**src/common/cps_pkg.sv**
```systemverilog
/*
  constants for the conversion format and status block: register offsets,
  field positions, reset values and the operation list.
  assumes an apb slave port with 32-bit data on pclk.
*/
// Operation
// - attenuate linear pcm by shift 0..3
// - expanded log pcm shifted the same way
// - attenuation field resets to zero
// - law select: 0 u-law, 1 a-law
// - status is 16-bit read-only
// - status zero at reset and when disabled
// - nearly-empty set at three words left
// - nearly-empty raises irq when enabled
// - nearly-empty raises input dma request
// - status read clears nearly-empty flag
// - nearly-full raises irq and output dma
// - pcm service flag set on pcm need
// - status bit layout fixed
// - underrun flag, error irq, read clear
// - overrun flag, error irq, read clear
`default_nettype none
package cps_pkg;
  // register byte offsets
  localparam logic [11:0] CPS_OFS_CTRL = 12'h000;
  localparam logic [11:0] CPS_OFS_STATUS = 12'h004;
  localparam logic [11:0] CPS_OFS_IRQ_STAT = 12'h008;
  localparam logic [11:0] CPS_OFS_IRQ_MASK = 12'h00C;
  // control fields
  localparam int CPS_CTL_EN = 0;
  localparam int CPS_CTL_LAW = 1;
  localparam int CPS_CTL_ATT_LO = 2;
  localparam int CPS_CTL_LVL_IRQ = 4;
  localparam int CPS_CTL_ERR_IRQ = 5;
  localparam int CPS_CTL_IN_DMA = 6;
  localparam int CPS_CTL_OUT_DMA = 7;
  localparam int CPS_CTL_FREEZE = 8;
  localparam logic [8:0] CPS_CTL_RESET = 9'h000;
  // status fields
  localparam int CPS_ST_NE = 0;
  localparam int CPS_ST_NF = 1;
  localparam int CPS_ST_PCM = 2;
  localparam int CPS_ST_UND = 3;
  localparam int CPS_ST_OVR = 4;
  localparam int CPS_ST_IN_LO = 5;
  localparam int CPS_ST_OUT_LO = 8;
  localparam logic [15:0] CPS_ST_RESET = 16'h0000;
  // fifo level that counts as nearly empty
  localparam logic [2:0] CPS_NEAR_EMPTY = 3'h3;
  // irq event bits: 0 level, 1 error, 2 pcm
  localparam logic [2:0] CPS_IRQ_RESET = 3'h0;
endpackage
`default_nettype wire

```
**src/logic/cps_shift.sv**
```systemverilog
/*
  pcm attenuator: law-dependent expansion alignment then arithmetic right shift.
  assumes registered inputs on pclk.
*/
`timescale 1ns/100ps
`default_nettype none
module cps_shift
  import cps_pkg::*;
(
  input wire logic pclk,
  input wire logic presetn,
  input wire logic [15:0] pcm_in,
  input wire logic pcm_is_log,
  input wire logic law_alaw,
  input wire logic [1:0] att,
  output logic [15:0] pcm_out
);
  logic [15:0] aligned;
  // ==========================================
  // alignment
  // log left justify
  always_comb
  begin
    if (!pcm_is_log)
      aligned = pcm_in;
    else if (law_alaw)
      aligned = {pcm_in[12:0], 3'h0};
    else
      aligned = {pcm_in[13:0], 2'h0};
  end
  // ==========================================
  // shift
  // arithmetic right shift
  always_ff @(posedge pclk or negedge presetn)
  begin
    if (!presetn)
      pcm_out <= 16'h0000;
    else
      pcm_out <= $signed(aligned) >>> att;
  end
endmodule
`default_nettype wire

```
**src/logic/cps_top.sv**
```systemverilog
/*
  format controls and read-clear status word of the cvsd/pcm unit, apb slave.
  assumes the conversion engine and fifos drive the event and level inputs on pclk.
*/
`timescale 1ns/100ps
`default_nettype none
module cps_top
  import cps_pkg::*;
(
  input wire logic pclk,
  input wire logic presetn,
  input wire logic psel,
  input wire logic penable,
  input wire logic pwrite,
  input wire logic [11:0] paddr,
  input wire logic [31:0] pwdata,
  output logic [31:0] prdata,
  output logic pready,
  output logic pslverr,
  input wire logic [2:0] input_fill_level,
  input wire logic [2:0] output_fill_level,
  input wire logic output_nearly_full,
  input wire logic pcm_need,
  input wire logic underrun_event,
  input wire logic overrun_event,
  input wire logic [15:0] pcm_in,
  input wire logic pcm_is_log,
  output logic [15:0] pcm_att,
  output logic companding_law_select,
  output logic module_enable_bit,
  output logic in_dma_req,
  output logic out_dma_req,
  output logic irq
);
  logic [8:0] ctrl;
  logic [15:0] status;
  logic [2:0] irq_stat;
  logic [2:0] irq_mask;
  logic [2:0] prev_in_fill;
  logic wr, rd, rd_status;
  logic [15:0] rd_clear;
  logic ne_evt;
  logic [2:0] irq_evt;
  logic st_ne, st_nf, st_pcm, st_und, st_ovr;
  logic [2:0] st_in_fill, st_out_fill;

  assign wr = psel && penable && pwrite;
  assign rd = psel && penable && !pwrite;
  assign rd_status = rd && (paddr == CPS_OFS_STATUS);
  assign pready = 1'b1;
  assign pslverr = 1'b0;
  assign module_enable_bit = ctrl[CPS_CTL_EN];
  assign companding_law_select = ctrl[CPS_CTL_LAW];

  // ==========================================
  // control register
  // reset to zero
  always_ff @(posedge pclk or negedge presetn)
  begin
    if (!presetn)
      ctrl <= CPS_CTL_RESET;
    else if (wr && paddr == CPS_OFS_CTRL)
      ctrl <= pwdata[8:0];
  end

  cps_shift u_shift (
    .pclk(pclk),
    .presetn(presetn),
    .pcm_in(pcm_in),
    .pcm_is_log(pcm_is_log),
    .law_alaw(ctrl[CPS_CTL_LAW]),
    .att(ctrl[CPS_CTL_ATT_LO +: 2]),
    .pcm_out(pcm_att)
  );

  // ==========================================
  // status word
  always_ff @(posedge pclk or negedge presetn)
  begin
    if (!presetn)
      prev_in_fill <= 3'h0;
    else
      prev_in_fill <= input_fill_level;
  end
  assign ne_evt = (input_fill_level == CPS_NEAR_EMPTY) && (prev_in_fill != CPS_NEAR_EMPTY);

  always_comb
  begin
    rd_clear = 16'h0000;
    if (rd_status)
    begin
      rd_clear[CPS_ST_NE] = prdata[CPS_ST_NE];
      if (!ctrl[CPS_CTL_FREEZE])
      begin
        rd_clear[CPS_ST_PCM] = prdata[CPS_ST_PCM];
        rd_clear[CPS_ST_UND] = prdata[CPS_ST_UND];
        rd_clear[CPS_ST_OVR] = prdata[CPS_ST_OVR];
      end
    end
  end

  always_ff @(posedge pclk or negedge presetn)
  begin
    if (!presetn)
      st_ne <= CPS_ST_RESET[CPS_ST_NE];
    else if (!ctrl[CPS_CTL_EN])
      st_ne <= CPS_ST_RESET[CPS_ST_NE];
    else
      st_ne <= ne_evt | (st_ne & ~rd_clear[CPS_ST_NE]);
  end

  always_ff @(posedge pclk or negedge presetn)
  begin
    if (!presetn)
      st_nf <= CPS_ST_RESET[CPS_ST_NF];
    else if (!ctrl[CPS_CTL_EN])
      st_nf <= CPS_ST_RESET[CPS_ST_NF];
    else
      st_nf <= output_nearly_full;
  end

  always_ff @(posedge pclk or negedge presetn)
  begin
    if (!presetn)
      st_pcm <= CPS_ST_RESET[CPS_ST_PCM];
    else if (!ctrl[CPS_CTL_EN])
      st_pcm <= CPS_ST_RESET[CPS_ST_PCM];
    else
      st_pcm <= pcm_need | (st_pcm & ~rd_clear[CPS_ST_PCM]);
  end

  always_ff @(posedge pclk or negedge presetn)
  begin
    if (!presetn)
      st_und <= CPS_ST_RESET[CPS_ST_UND];
    else if (!ctrl[CPS_CTL_EN])
      st_und <= CPS_ST_RESET[CPS_ST_UND];
    else
      st_und <= underrun_event | (st_und & ~rd_clear[CPS_ST_UND]);
  end

  always_ff @(posedge pclk or negedge presetn)
  begin
    if (!presetn)
      st_ovr <= CPS_ST_RESET[CPS_ST_OVR];
    else if (!ctrl[CPS_CTL_EN])
      st_ovr <= CPS_ST_RESET[CPS_ST_OVR];
    else
      st_ovr <= overrun_event | (st_ovr & ~rd_clear[CPS_ST_OVR]);
  end

  always_ff @(posedge pclk or negedge presetn)
  begin
    if (!presetn)
      st_in_fill <= CPS_ST_RESET[CPS_ST_IN_LO +: 3];
    else if (!ctrl[CPS_CTL_EN])
      st_in_fill <= CPS_ST_RESET[CPS_ST_IN_LO +: 3];
    else
      st_in_fill <= input_fill_level;
  end

  always_ff @(posedge pclk or negedge presetn)
  begin
    if (!presetn)
      st_out_fill <= CPS_ST_RESET[CPS_ST_OUT_LO +: 3];
    else if (!ctrl[CPS_CTL_EN])
      st_out_fill <= CPS_ST_RESET[CPS_ST_OUT_LO +: 3];
    else
      st_out_fill <= output_fill_level;
  end

  assign status = {5'h00, st_out_fill, st_in_fill, st_ovr, st_und, st_pcm, st_nf, st_ne};

  // ==========================================
  // dma requests
  // input dma on nearly empty
  assign in_dma_req = ctrl[CPS_CTL_IN_DMA] && status[CPS_ST_NE];
  assign out_dma_req = ctrl[CPS_CTL_OUT_DMA] && status[CPS_ST_NF];

  // ==========================================
  // interrupts
  // level, error and pcm irq sources
  always_comb
  begin
    irq_evt = 3'h0;
    irq_evt[0] = ctrl[CPS_CTL_LVL_IRQ] && (status[CPS_ST_NE] || status[CPS_ST_NF]);
    irq_evt[1] = ctrl[CPS_CTL_ERR_IRQ] && (status[CPS_ST_UND] || status[CPS_ST_OVR]);
    irq_evt[2] = status[CPS_ST_PCM];
  end

  always_ff @(posedge pclk or negedge presetn)
  begin
    if (!presetn)
      irq_stat <= CPS_IRQ_RESET;
    else if (wr && paddr == CPS_OFS_IRQ_STAT)
      irq_stat <= irq_evt | (irq_stat & ~pwdata[2:0]);
    else
      irq_stat <= irq_evt | irq_stat;
  end

  always_ff @(posedge pclk or negedge presetn)
  begin
    if (!presetn)
      irq_mask <= CPS_IRQ_RESET;
    else if (wr && paddr == CPS_OFS_IRQ_MASK)
      irq_mask <= pwdata[2:0];
  end

  assign irq = |(irq_stat & irq_mask);

  // ==========================================
  // read mux
  // read only status
  always_ff @(posedge pclk or negedge presetn)
  begin
    if (!presetn)
      prdata <= 32'h00000000;
    else if (psel && !penable && !pwrite)
    begin
      unique case (paddr)
        CPS_OFS_CTRL: prdata <= {23'h000000, ctrl};
        CPS_OFS_STATUS: prdata <= {16'h0000, status};
        CPS_OFS_IRQ_STAT: prdata <= {29'h00000000, irq_stat};
        CPS_OFS_IRQ_MASK: prdata <= {29'h00000000, irq_mask};
        default: prdata <= 32'h00000000;
      endcase
    end
  end
endmodule
`default_nettype wire

```
**config.mk**
```make
export PLATFORM = sky130hd
export DESIGN_NAME = cps_top
export DESIGN_NICKNAME = d
export VERILOG_FILES = /design/src/common/cps_pkg.sv /design/src/logic/cps_shift.sv /design/src/logic/cps_top.sv
export SDC_FILE = /design/constraint.sdc
export NUM_CORES = 1
export LEC_CHECK = 0
export BUFFER_PORTS_ARGS = -buffer_cell sky130_fd_sc_hd__buf_4
export CAP_MARGIN = 30
export CORE_ASPECT_RATIO = 2
export CORE_MARGIN = 1
export CORE_UTILIZATION = 51
export CTS_BUF_LIST = sky130_fd_sc_hd__clkbuf_16
export CTS_CLUSTER_DIAMETER = 120
export DETAILED_ROUTE_END_ITERATION = 16
export PLACE_DENSITY_LB_ADDON = 0.15
export RECOVER_POWER = 25
export SYNTH_ARGS = -nofsm -noshare
export SYNTH_HDL_FRONTEND = slang
export SYNTH_SLANG_ARGS = --single-unit
```
**constraint.sdc**
```tcl
create_clock -name pclk -period 2.65 [get_ports pclk]
set_input_delay 0.265 -clock pclk [delete_from_list [all_inputs] [get_ports pclk]]
set_output_delay 0.265 -clock pclk [all_outputs]
set_load 0.05 [all_outputs]
```
==> impl_metrics.sql <==
INSERT INTO impl_metrics (metric_group, metric, value, unit) VALUES
('status', 'status', 'complete, no violations', ''),
('floorplanning', 'effective_utilization_at_floorplan', '0.5270', ''),
('clock_network', 'cts_repair_resize_count', '0', ''),
('floorplanning', 'design.portCount', '131', ''),
('worst_setup_path', 'worstSetupEndpointType', 'register', ''),
('final_layout', 'diodes', '0', ''),
('detailed_routing', 'drtIter0Drc', '100', ''),
('worst_setup_path', 'cp_cell_sequence', 'buf_4, or4_4, nor3_4, and3_1, mux2_2', ''),
('clock_network', 'cts_sinks', '56', ''),
('logic_synthesis', 'synth_most_common_cell', 'sky130_fd_sc_hd__dfrtp_1', ''),
('worst_setup_path', 'crit_end', 'ctrl[6]', ''),
('global_route', 'grt_max_degree', '57', ''),
('hold_path', 'min_path_type', 'input port to register', ''),
('placement', 'portBuffers', '84', ''),
('clock_network', 'htree_levels', '2', ''),
('sta', 'setup_viol', '0', ''),
('worst_setup_path', 'r2r-start', 'ctrl[2]', ''),
('global_route', 'grt_util_all_layers', '0.2295', ''),
('logic_synthesis', 'library_cells_used_by_synthesis', '46', ''),
('placement', 'place_congestion', '0.9071', ''),
('detailed_routing', 'antenna_left', '0', ''),
('global_route', 'first_global_vias', '2279', ''),
('placement', 'preCtsSetupSlack', '0.4092', 'ns'),
('floorplanning', 'design.core.area', '5660', 'µm²'),
('detailed_routing', 'detail_route.vias_per_cell', '5.506', ''),
('clock_network', 'post_cts_hold_buffer_count', '0', ''),
('placement', 'hpwl', '5195', 'µm'),
('placement', 'place_area', '3552', 'µm²'),
('final_layout', 'final_area', '3687', 'µm²'),
('worst_setup_path', 'r2r_end', 'u_shift.pcm_out[4]', ''),
('logic_synthesis', 'syn-mean-instance-area', '10.65', 'µm²'),
('sta', 'min_period_over_period', '0.7255', ''),
('worst_setup_path', 'worstSetupPathType', 'input port to register', ''),
('final_layout', 'design.final.nets', '433', ''),
('sta', 'max_clock_freq', '520.1', 'MHz'),
('sta', 'final-max-slew-violation-count', '0', ''),
('clock_network', 'ctsRootBufferMaster', 'sky130_fd_sc_hd__clkbuf_16', ''),
('power_and_ir_drop', 'cellLeakagePower', '1.783', 'nW'),
('logic_synthesis', 'dominantRegCellSynth', 'sky130_fd_sc_hd__dfrtp_1', ''),
('final_layout', 'syn2layout_area_growth', '23.62', '%'),
('detailed_routing', 'wl_per_cell', '15.85', 'µm'),
('sta', 'setup-tns-final', '0', 'ns'),
('sta', 'max_slew_margin', '0.1037', ''),
('floorplanning', 'die-area', '6177', 'µm²'),
('floorplanning', 'cell_row_count', '39', ''),
('clock_network', 'worstSkewPairLatency', '0.30', 'ns'),
('clock_network', 'numCtsBuffers', '5', ''),
('logic_synthesis', 'netlist_top_cells_count', 'sky130_fd_sc_hd__dfrtp_1 (56), sky130_fd_sc_hd__mux2_2 (26), sky130_fd_sc_hd__buf_4 (23)', ''),
('logic_synthesis', 'postSynthRegisterBits', '56', ''),
('logic_synthesis', 'async_flop_share', '1.000', ''),
('global_route', 'antenna_found_initial', '0', ''),
('worst_setup_path', 'timing.critical_path.max_delay_family', 'simple AND/OR/NAND/NOR gates', ''),
('logic_synthesis', 'synth_largest_area_cell', 'sky130_fd_sc_hd__dfrtp_1', ''),
('logic_synthesis', 'synth_edf_count', '0', ''),
('worst_setup_path', 'worst_r2r_path_depth', '3', ''),
('floorplanning', 'die_width', '56.08', 'µm'),
('sta', 'final.setup_skew', '0.005807', 'ns'),
('worst_setup_path', 'cp_slowest_stage_delay', '0.59', 'ns'),
('logic_synthesis', 'synth-warning-count', '0', ''),
('logic_synthesis', 'synth_top_cell_area_share', '0.4698', ''),
('worst_setup_path', 'startpoint_type', 'input port', ''),
('clock_network', 'clock_path_buffers', '2', ''),
('worst_setup_path', 'crit_buf_inv', '1', ''),
('clock_network', 'cts_setup_buffers', '0', ''),
('floorplanning', 'die_height', '110.2', 'µm'),
('power_and_ir_drop', 'p_per_area', '508.2', 'nW/µm²'),
('global_route', 'grt_pass1_wl', '10740', 'µm'),
('run', 'drv.max_cap_violation_count', '0', ''),
('logic_synthesis', 'synth_seq_area_share', '0.4698', ''),
('detailed_routing', 'routed-via-count', '2307', ''),
('logic_synthesis', 'netlist_instances', '280', '');
==> registers in the layout, summed over array words and instances, names as in the netlist <==
register	cells
ctrl	9
irq_mask	3
irq_stat	3
prdata	11
prev_in_fill	3
st_in_fill	3
st_ne	1
st_nf	1
st_out_fill	3
st_ovr	1
st_pcm	1
st_und	1
u_shift.pcm_out	16
==> cell type report <==
cell class                      count  area [µm²]
Clock buffer                        5       125.1
Clock inverter                      3       20.02
Fill cell                         512        1973
Inverter                            9       33.78
Multi-Input combinational cell    198        1388
Sequential cell                    56        1401
Tap cell                           61       76.32
Timing Repair Buffer               87       643.1
==> worst min path at each step <==
stage	start	endpoint	slack [ns]
2_1_floorplan	presetn	ctrl[0]	-0.03
3_3_place_gp	presetn	prdata[10]	0.36
3_5_place_dp	presetn	st_out_fill[2]	0.36
4_1_cts	presetn	u_shift.pcm_out[14]	0.04
5_1_grt	input_fill_level[2]	prev_in_fill[2]	0.10
6_report	input_fill_level[1]	prev_in_fill[1]	0.10
==> kinds of logic after synthesis <==
logic type             Yosys count  synth area share
other                            2          0.002518
buffers and inverters           47           0.09144
and+or+nand+nor                 72            0.1468
muxes                           41            0.1485
AOI/OAI and AO/OA               62            0.1409
DFF                             56            0.4698
==> worst reg2reg max path: stages, from the launching register on <==
cell	delay [ns]
sky130_fd_sc_hd__dfrtp_1	0.63
sky130_fd_sc_hd__clkinv_1	0.37
sky130_fd_sc_hd__o32ai_1	0.55
sky130_fd_sc_hd__mux2_2	0.24
==> stage by stage <==
step / total power [mW] / cells / hold WS [ns] / utilization
2_1_floorplan: 1.131 / 301 / -0.03059 / -
3_3_place_gp: 1.238 / 411 / 0.3567 / 0.6275
3_5_place_dp: 1.241 / 411 / 0.3554 / 0.6275
4_1_cts: 1.890 / 419 / 0.03894 / 0.6532
5_1_grt: 1.943 / 419 / 0.1001 / 0.6514
6_report: 1.874 / 419 / 0.1048 / 0.6514
==> layout by cell type, fill, tap and decap left out, types with 3 or more instances in the layout <==
master                      count
sky130_fd_sc_hd__nor2_1         8
sky130_fd_sc_hd__mux2_2        26
sky130_fd_sc_hd__clkbuf_16      5
sky130_fd_sc_hd__conb_1        23
sky130_fd_sc_hd__o32ai_1        9
sky130_fd_sc_hd__buf_4         83
sky130_fd_sc_hd__a22oi_1        6
sky130_fd_sc_hd__inv_1          9
sky130_fd_sc_hd__a221oi_1       3
sky130_fd_sc_hd__a22o_1         5
sky130_fd_sc_hd__and2_1        19
sky130_fd_sc_hd__dfrtp_1       56
sky130_fd_sc_hd__o21ai_1        3
sky130_fd_sc_hd__o21ai_0       21
sky130_fd_sc_hd__a31oi_1        4
sky130_fd_sc_hd__nand2_1       21
sky130_fd_sc_hd__mux2i_1       15
==> power by group <==
| part | leakage (nW) | switching, mW | internal, mW | total, mW |
|---|---|---|---|---|
| clock network | 0.0712 | 0.304 | 0.349 | 0.653 |
| logic | 0.985 | 0.230 | 0.109 | 0.340 |
| registers | 0.727 | 0.00704 | 0.875 | 0.882 |
| total | 1.78 | 0.541 | 1.33 | 1.87 |
==> metal layers <==
| metal | GRT usage | share of wire | up-vias |
|---|---|---|---|
| li1 | - | - | 1113 |
| met1 | 0.2242 | 0.34 | 1127 |
| met2 | 0.4685 | 0.60 | 58 |
| met3 | 0.03617 | 0.034 | 9 |
| met4 | 0.08537 | 0.019 | 0 |
| met5 | 0 | 0 | - |
No activity file was read; power rests on OpenSTA's default activity.
